`config.mk`:
```
export PLATFORM = sky130hd
export DESIGN_NAME = rtcsf_top
export DESIGN_NICKNAME = d
export VERILOG_FILES = /design/src/rtcsf_pkg.sv /design/src/rtcsf_delay.sv /design/src/rtcsf_top.sv
export SDC_FILE = /design/constraint.sdc
export NUM_CORES = 1
export LEC_CHECK = 0
export CAP_MARGIN = 20
export CORE_MARGIN = 2
export CORE_UTILIZATION = 54
export DETAILED_ROUTE_END_ITERATION = 10
export DONT_BUFFER_PORTS = 1
export PLACE_DENSITY = 0.71
export SKIP_LAST_GASP = 1
export SLEW_MARGIN = 25
export SYNTH_ARGS = -nofsm -noshare
export SYNTH_HDL_FRONTEND = slang
export SYNTH_SLANG_ARGS = --single-unit
```
`constraint.sdc`:
```
create_clock -name aclk -period 2.6 [get_ports aclk]
set_clock_uncertainty 0.15 [all_clocks]
set_input_delay 0.52 -clock aclk [delete_from_list [all_inputs] [get_ports aclk]]
set_output_delay 0.52 -clock aclk [all_outputs]
set_load 0.05 [all_outputs]
```
`src/rtcsf_pkg.sv`:
```
// Constants for the RTC status and alarm flag block.
// Assumes an AXI4-Lite register bus with 32-bit data and a 50 MHz clock.
package rtcsf_pkg;
    // ****************************************
    // Register map
    // ****************************************
    localparam logic [3:0] RTCSF_IDX_OFFSET = 4'h7;
    localparam logic [3:0] RTCSF_IDX_CTRL1 = 4'hE;
    localparam logic [3:0] RTCSF_IDX_STATUS = 4'hF;
    localparam logic [3:0] RTCSF_IDX_ALARM = 4'h8;
    localparam logic [3:0] RTCSF_IDX_TIME = 4'h9;
    localparam logic [3:0] RTCSF_IDX_IRQ_STAT = 4'hA;
    localparam logic [3:0] RTCSF_IDX_IRQ_MASK = 4'hB;
    localparam int RTCSF_ADDR_W = 8;
    // ****************************************
    // Status, control and offset register fields
    // ****************************************
    localparam int RTCSF_B_ALARM_FLAG = 0;
    localparam int RTCSF_B_WEEKLY = 1;
    localparam int RTCSF_B_PERIODIC = 2;
    localparam int RTCSF_B_CLKOUT_N = 3;
    localparam int RTCSF_B_PON = 4;
    localparam int RTCSF_B_OSC_N = 5;
    localparam int RTCSF_B_DROP = 6;
    localparam int RTCSF_B_THRESH = 7;
    localparam int RTCSF_B_CTRL1_ALARM_EN = 6;
    localparam logic [7:0] RTCSF_OFFSET_MASK = 8'h7f;
    localparam logic [7:0] RTCSF_ZERO8 = 8'h00;
    // Interrupt status bits
    localparam int RTCSF_IRQ_ALARM = 0;
    localparam int RTCSF_IRQ_PON = 1;
    // ****************************************
    // Timing
    // ****************************************
    localparam int RTCSF_CLK_HZ = 50_000_000;
    localparam int RTCSF_MATCH_DELAY_NS = 61_000;
    localparam int RTCSF_MATCH_DELAY_CYC = (RTCSF_MATCH_DELAY_NS * (RTCSF_CLK_HZ / 1_000_000)
        + 999) / 1000;
    // AXI responses
    localparam logic [1:0] RTCSF_RESP_OKAY = 2'b00;
    localparam logic [1:0] RTCSF_RESP_SLVERR = 2'b10;
endpackage

```
`src/rtcsf_delay.sv`:
```
// Delay counter that fires a one-cycle pulse a fixed time after a start.
// Assumes start is a one-cycle pulse from logic on the same clock.
`timescale 1ns/100ps
module rtcsf_delay
    import rtcsf_pkg::*;
#(
    parameter int CYCLES = RTCSF_MATCH_DELAY_CYC
)
(
    // Clock and reset
    input wire logic aclk,
    input wire logic aresetn,
    // Control
    input wire logic start,
    input wire logic cancel,
    output logic fire
);
    localparam int CW = $clog2(CYCLES + 1);
    localparam logic [CW-1:0] LOAD = CW'(CYCLES);
    localparam logic [CW-1:0] ONE = CW'(1);
    logic [CW-1:0] count;
    logic [CW-1:0] next_count;
    logic next_fire;
    // Countdown decode
    assign next_count = cancel ? '0 : start ? LOAD : (count != '0) ? count - ONE : count;
    assign next_fire = !cancel && !start && (count == ONE);
    // Counter and pulse
    always_ff @(posedge aclk)
    begin
        if (!aresetn)
        begin
            count <= '0;
            fire <= 1'b0;
        end
        else
        begin
            count <= next_count;
            fire <= next_fire;
        end
    end
endmodule

```
`src/rtcsf_top.sv`:
```
// Status and alarm flag logic of an RTC second control register.
// Assumes an AXI4-Lite master, and detector inputs from other clock domains.
`timescale 1ns/100ps
module rtcsf_top
    import rtcsf_pkg::*;
#(
    parameter int MATCH_CYCLES = RTCSF_MATCH_DELAY_CYC
)
(
    // Clock and reset
    input wire logic aclk,
    input wire logic aresetn,
    // AXI4-Lite write address
    input wire logic [RTCSF_ADDR_W-1:0] s_axi_awaddr,
    input wire logic s_axi_awvalid,
    output logic s_axi_awready,
    // AXI4-Lite write data
    input wire logic [31:0] s_axi_wdata,
    input wire logic [3:0] s_axi_wstrb,
    input wire logic s_axi_wvalid,
    output logic s_axi_wready,
    // AXI4-Lite write response
    output logic [1:0] s_axi_bresp,
    output logic s_axi_bvalid,
    input wire logic s_axi_bready,
    // AXI4-Lite read address
    input wire logic [RTCSF_ADDR_W-1:0] s_axi_araddr,
    input wire logic s_axi_arvalid,
    output logic s_axi_arready,
    // AXI4-Lite read data
    output logic [31:0] s_axi_rdata,
    output logic [1:0] s_axi_rresp,
    output logic s_axi_rvalid,
    input wire logic s_axi_rready,
    // Timekeeping and detectors
    input wire logic [15:0] current_hour_minute,
    input wire logic power_on_detect,
    input wire logic supply_drop_detect,
    input wire logic osc_stop_detect,
    input wire logic periodic_event,
    input wire logic weekly_event,
    // Interrupt pins, open drain, and irq from masked interrupt status
    output logic irq_out_first_n_o,
    output logic irq_out_first_n_oe,
    output logic irq_out_second_n_o,
    output logic irq_out_second_n_oe,
    output logic irq
);
    // ****************************************
    // Synchronisers
    // ****************************************
    logic [4:0] sync_a;
    logic [4:0] sync_b;
    logic [4:0] sync_prev;
    logic pon_pin;
    logic drop_pin;
    logic osc_pin;
    logic per_pin;
    logic week_pin;
    // Two-stage sampling of pin inputs
    always_ff @(posedge aclk)
    begin
        if (!aresetn)
        begin
            sync_a <= 5'h0;
            sync_b <= 5'h0;
            sync_prev <= 5'h0;
        end
        else
        begin
            sync_a <= {weekly_event, periodic_event, osc_stop_detect, supply_drop_detect,
                power_on_detect};
            sync_b <= sync_a;
            sync_prev <= sync_b;
        end
    end
    // Rising edges after synchronisation
    assign pon_pin = sync_b[0] && !sync_prev[0];
    assign drop_pin = sync_b[1] && !sync_prev[1];
    assign osc_pin = sync_b[2] && !sync_prev[2];
    assign per_pin = sync_b[3] && !sync_prev[3];
    assign week_pin = sync_b[4] && !sync_prev[4];

    // ****************************************
    // Registers
    // ****************************************
    logic [7:0] offset_reg;
    logic [7:0] ctrl1;
    logic thresh_sel;
    logic drop_flag;
    logic osc_stop_flag_n;
    logic power_on_flag;
    logic clkout_enable_first_n;
    logic periodic_irq_flag;
    logic weekly_alarm_flag;
    logic hour_minute_alarm_flag;
    logic [15:0] alarm_hour_minute;
    logic [1:0] irq_stat;
    logic [1:0] irq_mask;
    logic hour_minute_alarm_enable;
    assign hour_minute_alarm_enable = ctrl1[RTCSF_B_CTRL1_ALARM_EN];

    // ****************************************
    // AXI4-Lite slave
    // ****************************************
    logic aw_held;
    logic w_held;
    logic [RTCSF_ADDR_W-1:0] aw_addr;
    logic [31:0] w_data;
    logic [3:0] w_strb;
    logic wr_fire;
    logic [3:0] wr_idx;
    logic wr_ok;
    logic wr_lane0;
    logic [7:0] wb;
    logic rd_fire;
    logic [3:0] rd_idx;
    logic rd_ok;
    logic [7:0] rd_byte;
    logic [7:0] status_read;

    // Decode word index and legality of an address
    function automatic logic addr_ok(input logic [RTCSF_ADDR_W-1:0] a);
        logic [3:0] i;
        i = a[5:2];
        addr_ok = (a[RTCSF_ADDR_W-1:6] == '0) && (a[1:0] == 2'b00) &&
            (i == RTCSF_IDX_OFFSET || i == RTCSF_IDX_CTRL1 || i == RTCSF_IDX_STATUS ||
             i == RTCSF_IDX_ALARM || i == RTCSF_IDX_TIME || i == RTCSF_IDX_IRQ_STAT ||
             i == RTCSF_IDX_IRQ_MASK);
    endfunction

    // Channel handshakes
    assign s_axi_awready = !aw_held && !s_axi_bvalid;
    assign s_axi_wready = !w_held && !s_axi_bvalid;
    assign s_axi_arready = !s_axi_rvalid;
    assign wr_fire = aw_held && w_held && !s_axi_bvalid;
    assign wr_idx = aw_addr[5:2];
    assign wr_ok = addr_ok(aw_addr);
    assign wr_lane0 = wr_fire && wr_ok && w_strb[0];
    assign wb = w_data[7:0];
    assign rd_fire = s_axi_arvalid && s_axi_arready;
    assign rd_idx = s_axi_araddr[5:2];
    assign rd_ok = addr_ok(s_axi_araddr);

    // Hold address and data until both arrived
    always_ff @(posedge aclk)
    begin
        if (!aresetn)
        begin
            aw_held <= 1'b0;
            w_held <= 1'b0;
            aw_addr <= '0;
            w_data <= 32'h0000_0000;
            w_strb <= 4'h0;
            s_axi_bvalid <= 1'b0;
            s_axi_bresp <= RTCSF_RESP_OKAY;
        end
        else
        begin
            if (s_axi_awvalid && s_axi_awready)
            begin
                aw_held <= 1'b1;
                aw_addr <= s_axi_awaddr;
            end
            if (s_axi_wvalid && s_axi_wready)
            begin
                w_held <= 1'b1;
                w_data <= s_axi_wdata;
                w_strb <= s_axi_wstrb;
            end
            if (wr_fire)
            begin
                aw_held <= 1'b0;
                w_held <= 1'b0;
                s_axi_bvalid <= 1'b1;
                s_axi_bresp <= wr_ok ? RTCSF_RESP_OKAY : RTCSF_RESP_SLVERR;
            end
            else if (s_axi_bready)
            begin
                s_axi_bvalid <= 1'b0;
            end
        end
    end

    // Status read view; alarm flag masked by enable
    assign status_read = {thresh_sel, drop_flag, osc_stop_flag_n, power_on_flag,
        clkout_enable_first_n, periodic_irq_flag, weekly_alarm_flag,
        hour_minute_alarm_flag && hour_minute_alarm_enable};
    // Read multiplexer; unused upper bits read zero
    assign rd_byte = (rd_idx == RTCSF_IDX_OFFSET) ? (offset_reg & RTCSF_OFFSET_MASK) :
        (rd_idx == RTCSF_IDX_CTRL1) ? ctrl1 :
        (rd_idx == RTCSF_IDX_STATUS) ? status_read :
        (rd_idx == RTCSF_IDX_ALARM) ? alarm_hour_minute[7:0] :
        (rd_idx == RTCSF_IDX_TIME) ? alarm_hour_minute[15:8] :
        (rd_idx == RTCSF_IDX_IRQ_STAT) ? {6'h00, irq_stat} :
        (rd_idx == RTCSF_IDX_IRQ_MASK) ? {6'h00, irq_mask} : RTCSF_ZERO8;

    // Read response register
    always_ff @(posedge aclk)
    begin
        if (!aresetn)
        begin
            s_axi_rvalid <= 1'b0;
            s_axi_rdata <= 32'h0000_0000;
            s_axi_rresp <= RTCSF_RESP_OKAY;
        end
        else if (rd_fire)
        begin
            s_axi_rvalid <= 1'b1;
            s_axi_rdata <= rd_ok ? {24'h00_0000, rd_byte} : 32'h0000_0000;
            s_axi_rresp <= rd_ok ? RTCSF_RESP_OKAY : RTCSF_RESP_SLVERR;
        end
        else if (s_axi_rready)
        begin
            s_axi_rvalid <= 1'b0;
        end
    end

    // ****************************************
    // Alarm comparison
    // ****************************************
    logic match_now;
    logic match_prev;
    logic match_rise;
    logic alarm_fire;
    // Compare only while enabled, once per new match
    assign match_now = hour_minute_alarm_enable &&
        (current_hour_minute == alarm_hour_minute);
    assign match_rise = match_now && !match_prev;

    always_ff @(posedge aclk)
    begin
        if (!aresetn)
        begin
            match_prev <= 1'b0;
        end
        else
        begin
            match_prev <= match_now;
        end
    end

    // Flag set a fixed delay after the match
    rtcsf_delay #(
        .CYCLES(MATCH_CYCLES)
    ) u_delay (
        .aclk(aclk),
        .aresetn(aresetn),
        .start(match_rise),
        .cancel(!hour_minute_alarm_enable || power_on_flag),
        .fire(alarm_fire)
    );

    // ****************************************
    // Flag and control register updates
    // ****************************************
    logic st_wr;
    logic [7:0] next_status_w;
    assign st_wr = wr_lane0 && (wr_idx == RTCSF_IDX_STATUS);

    // Flags other than the oscillator flag clear on zero and keep on one; a one sets the oscillator flag
    assign next_status_w = {wb[RTCSF_B_THRESH],
        drop_flag && wb[RTCSF_B_DROP],
        osc_stop_flag_n || wb[RTCSF_B_OSC_N],
        power_on_flag && wb[RTCSF_B_PON],
        wb[RTCSF_B_CLKOUT_N],
        periodic_irq_flag && wb[RTCSF_B_PERIODIC],
        weekly_alarm_flag && wb[RTCSF_B_WEEKLY],
        hour_minute_alarm_flag && wb[RTCSF_B_ALARM_FLAG]};

    always_ff @(posedge aclk)
    begin
        if (!aresetn)
        begin
            power_on_flag <= 1'b1;
            osc_stop_flag_n <= 1'b0;
        end
        else
        begin
            power_on_flag <= pon_pin || (st_wr ? next_status_w[RTCSF_B_PON] :
                power_on_flag);
            osc_stop_flag_n <= !osc_pin && (st_wr ? next_status_w[RTCSF_B_OSC_N] :
                osc_stop_flag_n);
        end
    end

    // Registers cleared while power-on flag is set
    always_ff @(posedge aclk)
    begin
        if (!aresetn || power_on_flag)
        begin
            offset_reg <= RTCSF_ZERO8;
            ctrl1 <= RTCSF_ZERO8;
            thresh_sel <= 1'b0;
            drop_flag <= 1'b0;
            clkout_enable_first_n <= 1'b0;
            periodic_irq_flag <= 1'b0;
            weekly_alarm_flag <= 1'b0;
            hour_minute_alarm_flag <= 1'b0;
        end
        else
        begin
            if (wr_lane0 && wr_idx == RTCSF_IDX_OFFSET)
                offset_reg <= wb & RTCSF_OFFSET_MASK;
            if (wr_lane0 && wr_idx == RTCSF_IDX_CTRL1)
                ctrl1 <= wb;
            if (st_wr)
            begin
                thresh_sel <= next_status_w[RTCSF_B_THRESH];
                clkout_enable_first_n <= next_status_w[RTCSF_B_CLKOUT_N];
            end
            drop_flag <= drop_pin || (st_wr ? next_status_w[RTCSF_B_DROP] : drop_flag);
            periodic_irq_flag <= per_pin ||
                (st_wr ? next_status_w[RTCSF_B_PERIODIC] : periodic_irq_flag);
            weekly_alarm_flag <= week_pin ||
                (st_wr ? next_status_w[RTCSF_B_WEEKLY] : weekly_alarm_flag);
            hour_minute_alarm_flag <= alarm_fire || (st_wr ?
                next_status_w[RTCSF_B_ALARM_FLAG] : hour_minute_alarm_flag);
        end
    end

    // Alarm time register and interrupt controller
    always_ff @(posedge aclk)
    begin
        if (!aresetn)
        begin
            alarm_hour_minute <= 16'h0000;
            irq_stat <= 2'b00;
            irq_mask <= 2'b00;
        end
        else
        begin
            if (wr_lane0 && wr_idx == RTCSF_IDX_ALARM)
                alarm_hour_minute[7:0] <= wb;
            if (wr_lane0 && wr_idx == RTCSF_IDX_TIME)
                alarm_hour_minute[15:8] <= wb;
            if (wr_lane0 && wr_idx == RTCSF_IDX_IRQ_MASK)
                irq_mask <= wb[1:0];
            irq_stat[RTCSF_IRQ_ALARM] <= alarm_fire || (irq_stat[RTCSF_IRQ_ALARM] &&
                !(wr_lane0 && wr_idx == RTCSF_IDX_IRQ_STAT && wb[RTCSF_IRQ_ALARM]));
            irq_stat[RTCSF_IRQ_PON] <= pon_pin || (irq_stat[RTCSF_IRQ_PON] &&
                !(wr_lane0 && wr_idx == RTCSF_IDX_IRQ_STAT && wb[RTCSF_IRQ_PON]));
        end
    end

    // ****************************************
    // Outputs
    // ****************************************
    // Open-drain pins pull low only while a flag asks for it
    assign irq_out_first_n_o = 1'b0;
    assign irq_out_first_n_oe = !power_on_flag && hour_minute_alarm_enable &&
        (hour_minute_alarm_flag || periodic_irq_flag);
    assign irq_out_second_n_o = 1'b0;
    assign irq_out_second_n_oe = !power_on_flag && weekly_alarm_flag;
    assign irq = |(irq_stat & irq_mask);
endmodule

```
Yosys cells after proc, flatten, opt, wreduce, memory -nomap -nowiden
Index checks and enable logic that the tools add are counted.
{"block": "totals", "wordCells": 168, "output_inout_bits": 46, "reg_bits": 129, "input_bits": 80}
{"block": "op_classes", "n_bitwise": 2, "muxes": 22, "reduce_logical": 96, "n_eq_ne": 16, "add_sub_neg": 1}
{"cell": "4-bit equality test, second input constant", "n": 12}
{"cell": "8-bit 2-to-1 mux", "n": 6}
{"cell": "1-bit logical AND", "n": 43}
{"cell": "12-bit 2-to-1 mux", "n": 2}
{"cell": "1-bit logical OR", "n": 23}
{"cell": "1-bit zero test", "n": 18}
{"cell": "16-bit equality test", "n": 1}
{"cell": "12-bit by 1-bit equality test with 1-bit output, second input constant", "n": 1}
{"cell": "12-bit nonzero test", "n": 1}
{"cell": "12-bit by 1-bit subtractor with 12-bit output, second input constant", "n": 1}
{"cell": "1-bit 2-to-1 mux", "n": 10}
{"cell": "4-bit by 3-bit equality test with 1-bit output, second input constant", "n": 2}
{"cell": "2-bit zero test", "n": 4}
{"cell": "2-bit 2-to-1 mux", "n": 4}
{"cell": "2-bit nonzero test", "n": 3}
{"cell": "2-bit OR reduction", "n": 3}
{"cell": "3-bit OR reduction", "n": 1}
{"cell": "2-bit bitwise AND", "n": 1}
{"cell": "1-bit inverter", "n": 1}

Depth between registers and ports, before layout
{"block": "logic_depth", "depth_word": 15, "mapped_depth": 8, "mapped_depth_nobuf": 7}

By module
From an unflattened synthesis, not the netlist that was laid out.
{"block": "hier_totals", "hier_cells": 563, "hier_area_um2": 4929.7}
{"mod": "rtcsf_top", "seq_area_each_um2": 1801.7, "cells_each": 486, "n_inst": 1, "area_per_inst_um2": 4239.1}
{"mod": "rtcsf_delay", "seq_area_each_um2": 260.2, "cells_each": 77, "n_inst": 1, "area_per_inst_um2": 690.7}

Least setup slack after synthesis
No wires, ideal clock.
{"block": "synth_path", "path_kind": "reg-to-output", "from": "reg ctrl1[6]", "to": "out irq_out_first_n_oe", "slack_ns": 0.370, "arrival_ns": 1.560, "required_ns": 1.930, "path_stages_with_launch": 2, "n_path_buf": 0, "cell_sequence": "dfxtp_1 nor3b_1"}
{"block": "synth_via", "elab_chain_len": 2}
{"element": "start, declared", "line": "rtcsf_top.sv:88", "source": "logic [7:0] ctrl1;"}
{"element": "start signal, assigned", "line": "rtcsf_top.sv:306", "source": "ctrl1 <= wb;"}
{"element": "1-bit logical AND (2 in a row)", "line": "rtcsf_top.sv:351", "source": "assign irq_out_first_n_oe = !power_on_flag && hour_minute_alarm_enable &&"}
{"element": "end, declared", "line": "rtcsf_top.sv:44", "source": "output logic irq_out_first_n_oe,"}
No other way between the ends.

Worst setup path after layout
{"block": "layout_path", "from": "reg aw_addr[7]", "to": "reg offset_reg[2]"}
{"block": "layout_via", "elab_chain_len": 6}
{"element": "start, declared", "line": "rtcsf_top.sv:108", "source": "logic [RTCSF_ADDR_W-1:0] aw_addr;"}
{"element": "start signal, assigned", "line": "rtcsf_top.sv:163", "source": "aw_addr <= s_axi_awaddr;"}
{"element": "2-bit zero test", "line": "rtcsf_top.sv:126", "source": "addr_ok = (a[RTCSF_ADDR_W-1:6] == '0) && (a[1:0] == 2'b00) &&"}
{"element": "1-bit logical AND (2 in a row)", "line": "rtcsf_top.sv:126"}
{"element": "1-bit logical AND (2 in a row)", "line": "rtcsf_top.sv:139", "source": "assign wr_lane0 = wr_fire && wr_ok && w_strb[0];"}
{"element": "1-bit logical AND", "line": "rtcsf_top.sv:303", "source": "if (wr_lane0 && wr_idx == RTCSF_IDX_OFFSET)"}
{"element": "end signal, assigned", "line": "rtcsf_top.sv:304", "source": "offset_reg <= wb & RTCSF_OFFSET_MASK;"}
{"element": "end, declared", "line": "rtcsf_top.sv:87", "source": "logic [7:0] offset_reg;"}
No other way between the ends.
A chain may end at the register's enable or synchronous reset.

==> impl_summary.log <==
INFO  metric seqPwrFrac = 58.1%
INFO  metric holdCritPathClass = primary input to register
INFO  metric timing.critical_path.cells = nor4_2, nand4_2, nor3_4, mux2i_1, nor2_1
INFO  metric start_util = a little over half
INFO  metric power_switching = 0.0007829 W
INFO  metric worstPathArrival = approximately 2.3 ns
INFO  metric number_of_failing_setup_endpoints_in_the_final_timing_report = 0
INFO  metric net_count_final = 612
INFO  metric die_height = approximately 97 um
INFO  metric grt_start_max_net_pins = 47
INFO  metric global_route.overflow_total = 0
INFO  metric setup-tns-final = 0 ns
INFO  metric gp_congestion = between 0.8 and 0.9
INFO  metric cts.hold.buffers_added = 0
INFO  metric postSynthCellCount = 534
INFO  metric synth_top_cell_area_share = between 40% and 50%
INFO  metric dieWidth = roughly 97 um
INFO  metric postCtsSetupRepairBufs = 0
INFO  metric layoutNonFillerInstCount = between 600 and 700
INFO  metric wl_per_cell = about 16 um
INFO  metric ys_types = just under 60
INFO  metric maximum_capacitance_violations = 0
INFO  metric status = completed
INFO  metric drc_violations_left = 0
INFO  metric via_count_of_the_first_global_routing_pass = roughly 3300
INFO  metric cts_inserted_buffers = 9
INFO  metric power_report.internal_total = around 0.0021 W
INFO  metric placementRows = 34
INFO  metric critical-path-max-stage-delay = ~0.53 ns
INFO  metric cts.htree.levels = 3
INFO  metric uppermost_signal_routing_layer_after_detailed_routing = met4
INFO  metric yosys_register_bits = roughly 100
INFO  metric top_register = alarm_hour_minute
INFO  metric mappedNetlistArea = around 0.0047 mm^2
INFO  metric tritoncts = done
INFO  metric grtUsageTotal = 22.01%
INFO  metric clockRootBuffer = clkbuf_8
INFO  metric pin_count = about 130
INFO  metric port_buffers = 0
INFO  metric power.density = 587.8 mW/mm^2
INFO  metric synth-seq-area-share = a little over two fifths
INFO  metric rsz_0062_raised_after_global_routing = no
INFO  metric hold_violations = 0
INFO  metric setup_crit_path_kind = register to register
INFO  metric cts_repair_resize_count = 0
INFO  metric drt_pass1_iterations = 5
INFO  metric avgSynthCellArea = around 8.8 um^2
INFO  metric drtAntennaViolNets = 0
INFO  metric fin_crit_sh = 83.68%
INFO  metric layout.filler_cells = about 770
INFO  metric clock_path_buffers = 2
INFO  metric global_route_wire_length_before_repair = approximately 17 mm
INFO  metric total_die_area = 0.009448 mm^2
INFO  metric final_max_slew_viol_count = 0
INFO  metric period_minus_slack = ~2.2 ns
INFO  metric yosysWarningCount = 0
INFO  metric largest_register_ff_count = 16
INFO  metric largest_cells_by_area_after_synthesis = dfxtp_1 44%, mux2i_1 7.0%, buf_4 5.1%
INFO  metric clkPwrFrac = between 30 and 40%
INFO  metric power_frac_comb = under 10%
INFO  metric critPathCaptureType = register
INFO  metric antennaDiodeCount = 0
INFO  metric coreArea = 0.008551 mm^2
INFO  metric final_core_utilization = 56.98%
INFO  metric asyncSetResetFlopFracSynth = 0%
INFO  metric drt-initial-drc-count = between 200 and 250
INFO  metric most_used_flip_flop_cell_after_synthesis = dfxtp_1
INFO  metric synth_largest_area_cell = dfxtp_1
INFO  metric avgViaCountPerCell = roughly 5.6
INFO  metric max_clock_freq = 459.6 MHz
INFO  metric yosys.cell_count.top_type = dfxtp_1
INFO  metric clk_pin_slew = ~0.10 ns
INFO  metric antenna_found_initial = 0
INFO  metric top_cell_types_by_occurrence_after_synthesis = 103 x dfxtp_1, 60 x nor2_1, 40 x a21oi_1
INFO  metric switching_share = between 20% and 30%
INFO  metric count_of_flip_flops_with_a_built_in_enable_after_synthesis = 0
INFO  metric critical_path.max_fanout = 7
INFO  metric setup.worst_path.start_class = register
INFO  metric met2_length = between 4 and 5 mm
INFO  metric routed_wire_length = a little over 10 mm
INFO  metric post-dp-hpwl = about 7.4 mm
INFO  metric cp_data_required_time = ~2.7 ns
INFO  metric clk_latency = between 0.3 and 0.4 ns
INFO  metric largestRegisters = alarm_hour_minute (16), u_delay.count (12)
INFO  metric areaGrowthSynthToFinish = 3.868%
INFO  metric irDropWorstVdd = around 0.36 mV
INFO  metric wirelength_met1 = ~4.5 mm
INFO  metric num_vias = 3585
INFO  metric p_leak = between 1.5 and 2 nW
INFO  metric max_slew.worst_pin.slew = 0.6161 ns
INFO  metric tritoncts_num_sinks = just over 100
INFO  metric layout-drive-gt1-share = roughly 8.4%
INFO  metric timing.slew.headroom = 58.93%
INFO  metric cp_slowest_cell = nor3_4
INFO  metric dr_wl_met3 = slightly above 600 um
INFO  metric cells_after_dpl = between 600 and 700
==> final cells by class <==
| class | instances | area [um^2] | share of cell area (%) |
|---|---|---|---|
| Timing Repair Buffer | 12 | 90.09 | 1.849 |
| Clock inverter | 5 | 32.53 | 0.6677 |
| Multi-Input combinational cell | 392 | 2356 | 48.36 |
| Inverter | 12 | 45.04 | 0.9245 |
| Sequential cell | 103 | 2062 | 42.32 |
| Tap cell | 108 | 135.1 | 2.774 |
| Clock buffer | 11 | 151.4 | 3.107 |
==> final timing paths <==
path                                end  cells past startpoint  slack [ns]                     from
max          offset_reg[2]$_SDFFE_PP0P_                      5        0.42  aw_addr[7]$_SDFFE_PN0P_
min            power_on_flag$_SDFF_PN1_                      1        0.09                  aresetn
max reg2reg  offset_reg[2]$_SDFFE_PP0P_                      5        0.42  aw_addr[7]$_SDFFE_PN0P_
min reg2reg        sync_b[0]$_SDFF_PN0_                      1        0.29     sync_a[0]$_SDFF_PN0_
==> power by group through the flow <==
stage	clock [W]	sequential, W	combinational [W]
final	0.000942	0.00166	0.000259
after global placement	0	0.00170	0.000253
after detailed placement	0	0.00170	0.000258
after global routing	0.00103	0.00167	0.000280
after CTS	0.000952	0.00166	0.000259
after floorplan	0	0.00169	0.000279
==> cell families (layout without fill, tap and decap cells) <==
family,count (synthesis),count (layout),share of synthesized area (%)
buf+inv,66,40,8.082
other cells,1,28,0.07994
simple gates,200,200,22.22
mux,36,36,7.762
flops,103,103,43.96
fa+ha+maj,2,2,0.5334
xor+xnor,18,18,3.361
compound gates,108,108,14.00
==> per-stage QoR <==
stage	hold slack, ns	power, W	instance area (um^2)	worst slack, ns
2_1_floorplan	0.2603	0.001965	4792	0.3703
3_5_place_dp	0.2762	0.001957	4688	0.2463
4_1_cts	0.07728	0.002873	4872	0.4126
3_3_place_gp	0.2682	0.001951	4688	0.2788
5_1_grt	0.07026	0.002979	4872	0.2628
6_report	0.09327	0.002864	4872	0.4243
==> routing by layer <==
metal,GRT usage (%),vias to the layer above
met2,36.43,118
met4,7.367,0
met1,28.31,1651
met3,5.252,15
li1,-,1801
met5,0,-
==> critical path: cells and delay by family (launching register included) <==
kind,cells,cell delay (ns)
and+or+nand+nor,4,1.29
DFF,1,0.34
muxes,1,0.28
==> layout by cell type, fill, tap and decap left out, drive strengths merged, types with 3 or more instances in the layout <==
master / n
nor3: 11
a22oi: 4
dfxtp: 103
clkinvlp: 3
o21ai: 38
and3: 4
buf: 12
a21oi: 40
nor2: 60
nor4: 8
conb: 28
nor2b: 5
nor3b: 6
inv: 11
or4: 4
nand3: 31
nand2: 35
mux2i: 33
nand2b: 7
and2: 16
xor2: 15
clkinv: 3
or3: 5
o32ai: 3
clkbuf: 11
o211ai: 4
xnor2: 3
mux2: 3
(Power assumes the default switching activity.)
